[src/shared/sfk_pkg.sv]
package sfk_pkg;

  // slot field layout, bit positions in transmission order
  localparam int unsigned SLOT_BITS    = 388;
  localparam int unsigned FIRST_BITS   = 64;
  localparam int unsigned SECOND_BITS  = 324;
  localparam int unsigned HDR_BITS     = 8;
  localparam int unsigned TAIL_BITS    = 40;
  localparam int unsigned FCRC_BITS    = 16;
  localparam int unsigned DATA_BITS    = 320;
  localparam int unsigned XCRC_BITS    = 4;
  localparam int unsigned SUB_BITS     = 80;
  localparam int unsigned SUB_DATA     = 64;
  localparam int unsigned SCRC_BITS    = 16;

  localparam logic [8:0] POS_TAIL_FIRST = 9'h008;
  localparam logic [8:0] POS_TAIL_LAST  = 9'h02F;
  localparam logic [8:0] POS_DATA_FIRST = 9'h040;
  localparam logic [8:0] POS_DATA_LAST  = 9'h17F;
  localparam logic [8:0] POS_FIELD_LAST = 9'h183;

  // key stream segment layout
  localparam int unsigned SEG_BITS      = 360;
  localparam int unsigned PAIR_BITS     = 720;
  localparam logic [9:0]  SEG_SECOND    = 10'h168;
  localparam logic [9:0]  PAIR_LAST     = 10'h2CF;
  localparam logic [9:0]  KS_TAIL_BASE  = 10'h000;
  localparam logic [9:0]  KS_DATA_BASE  = 10'h028;

  // sub-block geometry: offset within an 80-bit sub-block
  localparam logic [6:0]  SUB_LEN       = 7'h50;
  localparam logic [6:0]  SUB_DATA_LEN  = 7'h40;

  // header codes
  localparam int unsigned HDR_TAIL_LSB  = 1;
  localparam int unsigned HDR_FMT_LSB   = 4;
  localparam logic [2:0]  TAIL_CTRL     = 3'h2;
  localparam logic [2:0]  FMT_UNPROT    = 3'h0;

  typedef enum logic [1:0] {
    FLD_IDLE = 2'b00,
    FLD_RUN  = 2'b01,
    FLD_HOLD = 2'b10
  } sfk_fld_t;

endpackage
[src/hdl/sfk_buf2.sv]
`timescale 1ns/1ps
module sfk_buf2 import sfk_pkg::*; #(
  parameter int unsigned W = 2
) (
  input  wire logic         i_core_clk,
  input  wire logic         i_sys_rst,
  input  wire logic         i_in_valid,
  input  wire logic [W-1:0] i_in_data,
  output logic              o_in_ready,
  output logic              o_out_valid,
  output logic [W-1:0]      o_out_data,
  input  wire logic         i_out_ready
);

  logic [W-1:0] mem_ff [2];
  logic [W-1:0] nxt_mem [2];
  logic         wp_ff;
  logic         nxt_wp;
  logic         rp_ff;
  logic         nxt_rp;
  logic [1:0]   cnt_ff;
  logic [1:0]   nxt_cnt;
  logic         push;
  logic         pop;

  assign o_in_ready  = (cnt_ff != 2'h2);
  assign o_out_valid = (cnt_ff != 2'h0);
  assign o_out_data  = mem_ff[rp_ff];
  assign push        = i_in_valid && o_in_ready;
  assign pop         = o_out_valid && i_out_ready;

  always_comb begin
    nxt_mem = mem_ff;
    nxt_wp  = wp_ff;
    nxt_rp  = rp_ff;
    nxt_cnt = cnt_ff;
    if (push) begin
      nxt_mem[wp_ff] = i_in_data;
      nxt_wp         = ~wp_ff;
    end
    if (pop) begin
      nxt_rp = ~rp_ff;
    end
    if (push && !pop) begin
      nxt_cnt = cnt_ff + 2'h1;
    end else if (pop && !push) begin
      nxt_cnt = cnt_ff - 2'h1;
    end
  end

  always_ff @(posedge i_core_clk) begin
    if (i_sys_rst) begin
      mem_ff[0] <= '0;
      mem_ff[1] <= '0;
      wp_ff     <= 1'b0;
      rp_ff     <= 1'b0;
      cnt_ff    <= 2'h0;
    end else begin
      mem_ff <= nxt_mem;
      wp_ff  <= nxt_wp;
      rp_ff  <= nxt_rp;
      cnt_ff <= nxt_cnt;
    end
  end

endmodule

[src/hdl/sfk_cipher.sv]
`timescale 1ns/1ps
module sfk_cipher import sfk_pkg::*; (
  input  wire logic i_core_clk,
  input  wire logic i_sys_rst,
  input  wire logic i_enc_mode,
  input  wire logic i_fixed_side,
  input  wire logic i_frame_start,
  output logic      o_ksg_init,
  input  wire logic i_ks_valid,
  input  wire logic i_ks_bit,
  output logic      o_ks_ready,
  input  wire logic i_fld_valid,
  input  wire logic i_fld_bit,
  input  wire logic i_fld_first,
  input  wire logic i_fld_tx,
  output logic      o_fld_ready,
  output logic      o_out_valid,
  output logic      o_out_bit,
  output logic      o_out_first,
  input  wire logic i_out_ready,
  output logic      o_frame_enc,
  output logic      o_field_done,
  output logic      o_field_abort,
  output logic      o_key_wait
);

  localparam int unsigned SUB_CNT = DATA_BITS / SUB_BITS;

  typedef enum logic [2:0] {
    RGN_HDR  = 3'b000,
    RGN_TAIL = 3'b001,
    RGN_FCRC = 3'b010,
    RGN_DATA = 3'b011,
    RGN_XCRC = 3'b100
  } sfk_rgn_t;

  sfk_fld_t    fld_ff;
  sfk_fld_t    nxt_fld;
  logic [8:0]  pos_ff;
  logic [8:0]  nxt_pos;
  logic [7:0]  hdr_ff;
  logic [7:0]  nxt_hdr;
  logic        seg2_ff;
  logic        nxt_seg2;
  logic        frm_enc_ff;
  logic        nxt_frm_enc;
  logic        init_ff;
  logic        nxt_init;
  logic [9:0]  ks_cnt_ff;
  logic [9:0]  nxt_ks_cnt;
  logic        ks_mem_ff [PAIR_BITS];
  logic        nxt_ks_mem [PAIR_BITS];
  logic        ks_store;
  logic        done_ff;
  logic        nxt_done;
  logic        abort_ff;
  logic        nxt_abort;
  logic        wait_ff;
  logic        nxt_wait;

  logic        ks_take;
  logic [8:0]  cur_pos;
  logic        cur_seg2;
  logic [2:0]  tail_code;
  logic [2:0]  fmt_code;
  logic        tail_ctrl;
  logic        fmt_prot;
  logic [8:0]  data_off;
  logic [SUB_CNT-1:0] sub_in;
  logic [SUB_CNT-1:0] sub_run;
  sfk_rgn_t    rgn;
  logic        role_seg2;
  logic        key_use;
  logic [9:0]  key_idx;
  logic        key_here;
  logic        key_bit;
  logic        buf_in_ready;
  logic        accept;
  logic        ciph_bit;
  logic [1:0]  buf_out;

  // key stream intake: whole pair is kept so the two fields of a frame may come in either order
  // ready drops in the start cycle so a count restart and a take never coincide
  assign ks_take    = frm_enc_ff && (ks_cnt_ff <= PAIR_LAST) && !i_frame_start;
  assign ks_store   = ks_take && i_ks_valid;
  assign o_ks_ready = ks_take;
  assign o_ksg_init = init_ff;

  always_comb begin
    nxt_frm_enc = frm_enc_ff;
    nxt_ks_cnt  = ks_cnt_ff;
    nxt_init    = 1'b0;
    if (i_frame_start) begin
      nxt_frm_enc = i_enc_mode;
      nxt_ks_cnt  = '0;
      nxt_init    = i_enc_mode;
    end else if (ks_store) begin
      nxt_ks_cnt = ks_cnt_ff + 10'h001;
    end
  end

  always_ff @(posedge i_core_clk) begin
    if (i_sys_rst) begin
      frm_enc_ff <= 1'b0;
      ks_cnt_ff  <= '0;
      init_ff    <= 1'b0;
    end else begin
      frm_enc_ff <= nxt_frm_enc;
      ks_cnt_ff  <= nxt_ks_cnt;
      init_ff    <= nxt_init;
    end
  end

  // storage only, no reset needed: a bit is read only after its count has passed
  always_comb begin
    nxt_ks_mem = ks_mem_ff;
    if (ks_store) begin
      nxt_ks_mem[ks_cnt_ff] = i_ks_bit;
    end
  end

  always_ff @(posedge i_core_clk) begin
    ks_mem_ff <= nxt_ks_mem;
  end

  // position and header decode
  assign cur_pos   = i_fld_first ? 9'h000 : pos_ff;
  assign cur_seg2  = i_fld_first ? role_seg2 : seg2_ff;
  assign tail_code = hdr_ff[HDR_TAIL_LSB +: 3];
  assign fmt_code  = hdr_ff[HDR_FMT_LSB +: 3];

  // role table: fixed sends on the first half, portable sends on the second
  always_comb begin
    role_seg2 = 1'b0;
    case ({i_fixed_side, i_fld_tx})
      2'b10: role_seg2 = 1'b1;
      2'b01: role_seg2 = 1'b1;
      2'b11: role_seg2 = 1'b0;
      2'b00: role_seg2 = 1'b0;
      default: role_seg2 = 1'b0;
    endcase
  end

  // only the control tail code opens the tail to key
  always_comb begin
    tail_ctrl = 1'b0;
    case (tail_code)
      TAIL_CTRL: tail_ctrl = 1'b1;
      default:   tail_ctrl = 1'b0;
    endcase
  end

  // any code but the unprotected one means four sub-blocks with crcs
  always_comb begin
    fmt_prot = 1'b1;
    case (fmt_code)
      FMT_UNPROT: fmt_prot = 1'b0;
      default:    fmt_prot = 1'b1;
    endcase
  end

  // header and both crc stretches get regions of their own, so no key path reaches them
  always_comb begin
    rgn = RGN_HDR;
    if (cur_pos > POS_DATA_LAST) begin
      rgn = RGN_XCRC;
    end else if (cur_pos >= POS_DATA_FIRST) begin
      rgn = RGN_DATA;
    end else if (cur_pos > POS_TAIL_LAST) begin
      rgn = RGN_FCRC;
    end else if (cur_pos >= POS_TAIL_FIRST) begin
      rgn = RGN_TAIL;
    end
  end
  assign data_off = cur_pos - POS_DATA_FIRST;

  // one window per sub-block; its crc is the stretch past the data run
  for (genvar j = 0; j < SUB_CNT; j++) begin : g_sub
    localparam logic [8:0] SUB_LO  = 9'(j * SUB_BITS);
    localparam logic [8:0] SUB_HI  = 9'((j + 1) * SUB_BITS);
    localparam logic [8:0] RUN_END = 9'(j * SUB_BITS + SUB_DATA);
    assign sub_in[j]  = (data_off >= SUB_LO) && (data_off < SUB_HI);
    assign sub_run[j] = sub_in[j] && (data_off < RUN_END);
  end

  // header, first crc and second crc fall in neither window, so they never see key
  always_comb begin
    key_use = 1'b0;
    key_idx = '0;
    case (rgn)
      RGN_TAIL: begin
        key_use = frm_enc_ff && tail_ctrl;
        key_idx = KS_TAIL_BASE + 10'(cur_pos - POS_TAIL_FIRST);
      end
      RGN_DATA: begin
        key_use = frm_enc_ff && (!fmt_prot || (|sub_run));
        key_idx = KS_DATA_BASE + 10'(data_off);
      end
      default: begin
        key_use = 1'b0;
      end
    endcase
    if (cur_seg2) begin
      key_idx = key_idx + SEG_SECOND;
    end
  end

  // unused segment bits are still addressed, but key_use masks them off, which discards them
  assign key_here = (ks_cnt_ff > key_idx);
  assign key_bit  = ks_mem_ff[key_idx];
  assign ciph_bit = i_fld_bit ^ (key_use && key_bit);
  assign accept   = i_fld_valid && buf_in_ready && (!key_use || key_here);
  assign o_fld_ready = buf_in_ready && (!key_use || key_here);

  always_comb begin
    nxt_fld   = fld_ff;
    nxt_pos   = pos_ff;
    nxt_hdr   = hdr_ff;
    nxt_seg2  = seg2_ff;
    case (fld_ff)
      FLD_IDLE: begin
        if (accept && i_fld_first) begin
          nxt_fld        = FLD_RUN;
          nxt_pos        = 9'h001;
          nxt_hdr        = '0;
          nxt_hdr[0]     = i_fld_bit;
          nxt_seg2       = cur_seg2;
        end
      end
      FLD_RUN: begin
        if (accept) begin
          if (i_fld_first) begin
            // a new field cut the old one short: restart on it
            nxt_pos    = 9'h001;
            nxt_hdr    = '0;
            nxt_hdr[0] = i_fld_bit;
            nxt_seg2   = cur_seg2;
          end else begin
            if (cur_pos < 9'(HDR_BITS)) begin
              nxt_hdr[cur_pos[2:0]] = i_fld_bit;
            end
            if (cur_pos == POS_FIELD_LAST) begin
              nxt_fld  = FLD_IDLE;
              nxt_pos  = '0;
            end else begin
              nxt_pos = cur_pos + 9'h001;
            end
          end
        end
      end
      default: begin
        nxt_fld = FLD_IDLE;
        nxt_pos = '0;
      end
    endcase
  end

  always_ff @(posedge i_core_clk) begin
    if (i_sys_rst) begin
      fld_ff   <= FLD_IDLE;
      pos_ff   <= '0;
      hdr_ff   <= '0;
      seg2_ff  <= 1'b0;
    end else begin
      fld_ff   <= nxt_fld;
      pos_ff   <= nxt_pos;
      hdr_ff   <= nxt_hdr;
      seg2_ff  <= nxt_seg2;
    end
  end

  // event flags kept apart from the field walk: done and abort are one-cycle reports, wait is raised for every cycle a bit waits on key with the buffer free
  always_comb begin
    nxt_done  = 1'b0;
    nxt_abort = 1'b0;
    nxt_wait  = i_fld_valid && buf_in_ready && key_use && !key_here;
    if (accept && (fld_ff == FLD_RUN)) begin
      nxt_abort = i_fld_first;
      nxt_done  = !i_fld_first && (cur_pos == POS_FIELD_LAST);
    end
  end

  always_ff @(posedge i_core_clk) begin
    if (i_sys_rst) begin
      done_ff  <= 1'b0;
      abort_ff <= 1'b0;
      wait_ff  <= 1'b0;
    end else begin
      done_ff  <= nxt_done;
      abort_ff <= nxt_abort;
      wait_ff  <= nxt_wait;
    end
  end

  // bits outside an open field are dropped; only a first bit opens one
  logic buf_push;
  assign buf_push = accept && ((fld_ff == FLD_RUN) || i_fld_first);

  // ciphered bits leave here so the framing logic builds its crcs over them
  sfk_buf2 #(
    .W (2)
  ) u_buf (
    .i_core_clk  (i_core_clk),
    .i_sys_rst   (i_sys_rst),
    .i_in_valid  (buf_push),
    .i_in_data   ({i_fld_first, ciph_bit}),
    .o_in_ready  (buf_in_ready),
    .o_out_valid (o_out_valid),
    .o_out_data  (buf_out),
    .i_out_ready (i_out_ready)
  );

  assign o_out_bit     = buf_out[0];
  assign o_out_first   = buf_out[1];
  assign o_frame_enc   = frm_enc_ff;
  assign o_field_done  = done_ff;
  assign o_field_abort = abort_ff;
  assign o_key_wait    = wait_ff;

endmodule

[config.mk]
export PLATFORM = sky130hd
export DESIGN_NAME = sfk_cipher
export DESIGN_NICKNAME = d
export VERILOG_FILES = /design/src/shared/sfk_pkg.sv /design/src/hdl/sfk_buf2.sv /design/src/hdl/sfk_cipher.sv
export SDC_FILE = /design/constraint.sdc
export NUM_CORES = 1
export LEC_CHECK = 0
export BUFFER_PORTS_ARGS = -buffer_cell sky130_fd_sc_hd__buf_4
export CORE_ASPECT_RATIO = 0.8
export CORE_MARGIN = 3
export CORE_UTILIZATION = 30
export CTS_CLUSTER_SIZE = 25
export DETAILED_ROUTE_END_ITERATION = 10
export HOLD_SLACK_MARGIN = 0.1
export SLEW_MARGIN = 40
export SYNTH_ARGS = -nofsm -noshare
export SYNTH_HDL_FRONTEND = slang
export SYNTH_SLANG_ARGS = --single-unit
[constraint.sdc]
create_clock -name i_core_clk -period 15.7 [get_ports i_core_clk]
set_input_delay 4.71 -clock i_core_clk [delete_from_list [all_inputs] [get_ports i_core_clk]]
set_output_delay 4.71 -clock i_core_clk [all_outputs]
set_load 0.01 [all_outputs]
==> impl_metrics.csv <==
group,metric,value,unit
logic_synthesis,ys_ff_latch,760,
final_layout,syn_to_final_growth,11.5,%
logic_synthesis,syn_inst,3245,
sta,rsz0062_at_grt,"no",
grt,gr-usage-met2,0.271,
sta,hold_viol,0,
clock_network,numCtsBuffers,78,
worst_setup_path,reg2reg_depth,18,
route,drc,0,
worst_setup_path,critPathLaunchType,"input pin",
route,via_per_inst,5.60,
placement,portBuffers,21,
final_layout,n_fill_cell,11800,
clock_network,cts_resized,0,
grt,antenna_found_initial,2,
die,core_area,0.117,mm2
sta,fin_skew,0.0363,ns
route,wl_per_cell,24.7,um
power_and_ir_drop,pwr_density_cell,108,mW/mm2
clock_network,cts-root-buf,"clkbuf_16",
power_and_ir_drop,vdd_drop_max,0.0645,mV
clock_network,cts.sinks,760,
route,ant_nets,0,
clock_network,h-tree-depth,3,
logic_synthesis,synth-edff-count,720,
route,dr.pass1.iters,6,
grt,grt_overflow,0,
sta,slew_headroom,0.377,
worst_hold_path,hp-class,"register to register",
logic_synthesis,synth_flop_cell,"edfxtp_1",
clock_network,clk_latency,0.66,ns
sta,tightestPinTransition,0.931,ns
die,die_h,314,um
clock_network,cts_buffer_depth,3,
logic_synthesis,synth_area_leader_cell,"edfxtp_1",
logic_synthesis,netlist_area,0.0356,mm2
worst_hold_path,min_to,"hdr_ff[6]",
job,cap_violations,0,
grt,grt.total_usage,0.185,
route,drt_iter0_drc,4121,
final_layout,diodes,0,
sta,fin_hold_ws,0.480,ns
die,rows,112,
sta,finalCriticalPeriod,14.80,ns
grt,grt_max_degree,164,
logic_synthesis,synth.top_cell.area_share,0.607,
grt,first_global_vias,24400,
clock_network,clk_pin_slew,0.06,ns
logic_synthesis,synth_fp_nets,3283,
worst_hold_path,hold_depth,2,
logic_synthesis,synthTopCellsByArea,"edfxtp_1 61%, nor2_1 9.2%, nand2_1 3.7%",
die,start_util,0.304,
logic_synthesis,seq_area_frac_synth,0.630,
worst_setup_path,cp_data_arrival_time,10.09,ns
status,status,"completed",
sta,setup_viol,0,
final_layout,multiInputGateArea,0.0120,mm2
placement,dp_hpwl,65700,um
route,finalWirelength,117000,um
logic_synthesis,synthDistinctLibCells,94,
die,dieWidth,391,um
worst_setup_path,endpoint_kind,"output pin",
logic_synthesis,async_reset_ff_frac,0,
logic_synthesis,postSynthAreaPerCell,11.0,um2
worst_setup_path,reg2reg_from,"pos_ff[0]",
final_layout,fin_nets,3169,
die,dieArea,0.123,mm2
placement,gp_routability_congestion,0.938,
worst_setup_path,reg2reg_slack,8.77,ns
placement,dp_cells,4587,
worst_setup_path,critPathMaxFanout,32,
worst_hold_path,worstHoldStart,"hdr_ff[6]",
sta,fmax,0.0676,GHz
clock_network,cts_setup_buffers,0,
sta,fin_crit_sh,0.943,
final_layout,drive_gt1_frac,0.0993,
clock_network,cts_tree,"done",
route,vias,26500,
logic_synthesis,yosys_warnings,0,
grt,use_met3,0.0432,
grt,grt_busiest_layer,"met2",
worst_setup_path,crit-reg2reg-capture,"u_buf.mem_ff[0]",
sta,finalMaxSlewViolations,0,
grt,grt_use_met1,0.271,
final_layout,regArea,0.0224,mm2
worst_setup_path,critPathKind,"input pin to output pin",
die,ios,22,
worst_setup_path,critPathRequiredTime,10.99,ns
power_and_ir_drop,p_leak,12.0,nW
power_and_ir_drop,power,4.27,mW
final_layout,finalNonFillerCells,4730,
grt,grt_pass1_wl,168000,um
clock_network,cts_hold_buf,0,
sta,finalSetupTns,0,ns
==> critical path, cell delays in order <==
cell	delay (ns)
buf_4	0.23
nor2b_1	0.49
ha_1	0.41
nand3_1	0.18
o31a_1	0.38
o22ai_1	0.47
a2bb2oi_1	0.25
inv_1	0.10
ha_1	0.24
a221oi_1	0.59
a21o_1	0.21
a21oi_1	0.07
xor2_1	0.32
inv_1	0.12
ha_1	0.31
nand4_1	0.10
nor3_1	0.06
a211oi_1	0.44
nor2_1	0.12
nor2b_1	0.15
buf_4	0.14
==> flip-flops by register name, summed over array words and instances, names as in the netlist <==
name           flops
ks_cnt_ff         10
u_buf.rp_ff        1
u_buf.mem_ff       4
o_field_abort      1
fld_ff             1
o_ksg_init         1
u_buf.wp_ff        1
seg2_ff            1
o_frame_enc        1
u_buf.cnt_ff       2
o_field_done       1
ks_mem_ff        720
o_key_wait         1
hdr_ff             6
pos_ff             9
==> through the flow <==
step                utilization  cell area (um2)  setup slack (ns)
finish                    0.339            39700             0.898
global route              0.339            39700             0.414
CTS                       0.338            39600             0.902
detailed placement        0.318            37200             0.956
global placement          0.316            37000             0.911
floorplan                     -            35600              1.21
==> area by class of cell <==
type / instances / area share
sequential: 760 / 0.565
inverter: 32 / 0.00331
timing repair buffer: 95 / 0.0207
clock inverter: 47 / 0.00999
tap: 1539 / 0.0485
clock buffer: 93 / 0.0506
multi-input combinational: 2164 / 0.302
==> cells in the mapped netlist, types with 9 or more instances <==
cell      instances
buf_1            15
mux2i_1          97
o32ai_1           9
clkbuf_1        199
a31oi_1          58
xor2_1           11
o221ai_1         14
buf_4            13
a32oi_1          10
a221oi_1         24
nand2_1         351
a21oi_1         108
nor2b_1          13
mux4_2           10
xnor2_1           9
and3_1           18
dfxtp_1          40
a22oi_1          24
o211ai_1         20
nor2_1          871
nor4_1            9
nand4_1           9
nand2b_1         12
buf_6            11
a221o_1          10
o22ai_1          41
edfxtp_1        720
nand3_1          98
inv_1            26
a211oi_1         20
mux2_2           30
a311oi_1         16
o21ai_0          65
ha_1             26
buf_2            46
nor3_1           30
==> worst max path at each step <==
stage	startpoint	end	slack (ns)
after global placement	i_fld_first	o_fld_ready	0.91
final	i_fld_first	o_fld_ready	0.90
after global routing	i_fld_first	o_fld_ready	0.41
after detailed placement	i_fld_first	o_fld_ready	0.96
after floorplan	i_fld_first	o_fld_ready	1.21
after CTS	i_fld_first	o_fld_ready	0.90
==> report_power, final <==
part / switching, mW / internal (mW)
sequential: 0.00832 / 2.22
clock: 0.802 / 1.00
combinational: 0.173 / 0.0675
==> routing by layer <==
| metal | vias to the layer above | wire, um |
|---|---|---|
| met3 | 232 | 13700 |
| li1 | 11400 | - |
| met1 | 13300 | 49600 |
| met4 | 2 | 3490 |
| met2 | 1515 | 49800 |
| met5 | - | 13 |
==> cell usage in the layout, fill, tap and decap left out, types with 21 or more instances in the layout <==
cell type	count
nor2_1	869
edfxtp_1	720
nand2_1	327
a21oi_1	105
mux2i_1	97
nand3_1	96
buf_4	81
clkbuf_16	78
o21ai_0	65
a31oi_1	58
o22ai_1	41
dfxtp_1	40
mux2_2	30
nor3_1	28
ha_1	26
inv_1	25
a22oi_1	24
a221oi_1	24
clkinv_1	21
==> cells by family after synthesis <==
logic type / after synthesis / share of synthesized area
multiplexers: 137 / 0.0431
AO/OA/AOI/OAI: 519 / 0.103
XOR/XNOR: 23 / 0.00661
flip-flops: 760 / 0.630
adder cells (fa/ha/maj): 26 / 0.00914
buffers and inverters: 321 / 0.0411
AND/OR/NAND/NOR: 1459 / 0.167
No activity file was read; power rests on OpenSTA's default activity.
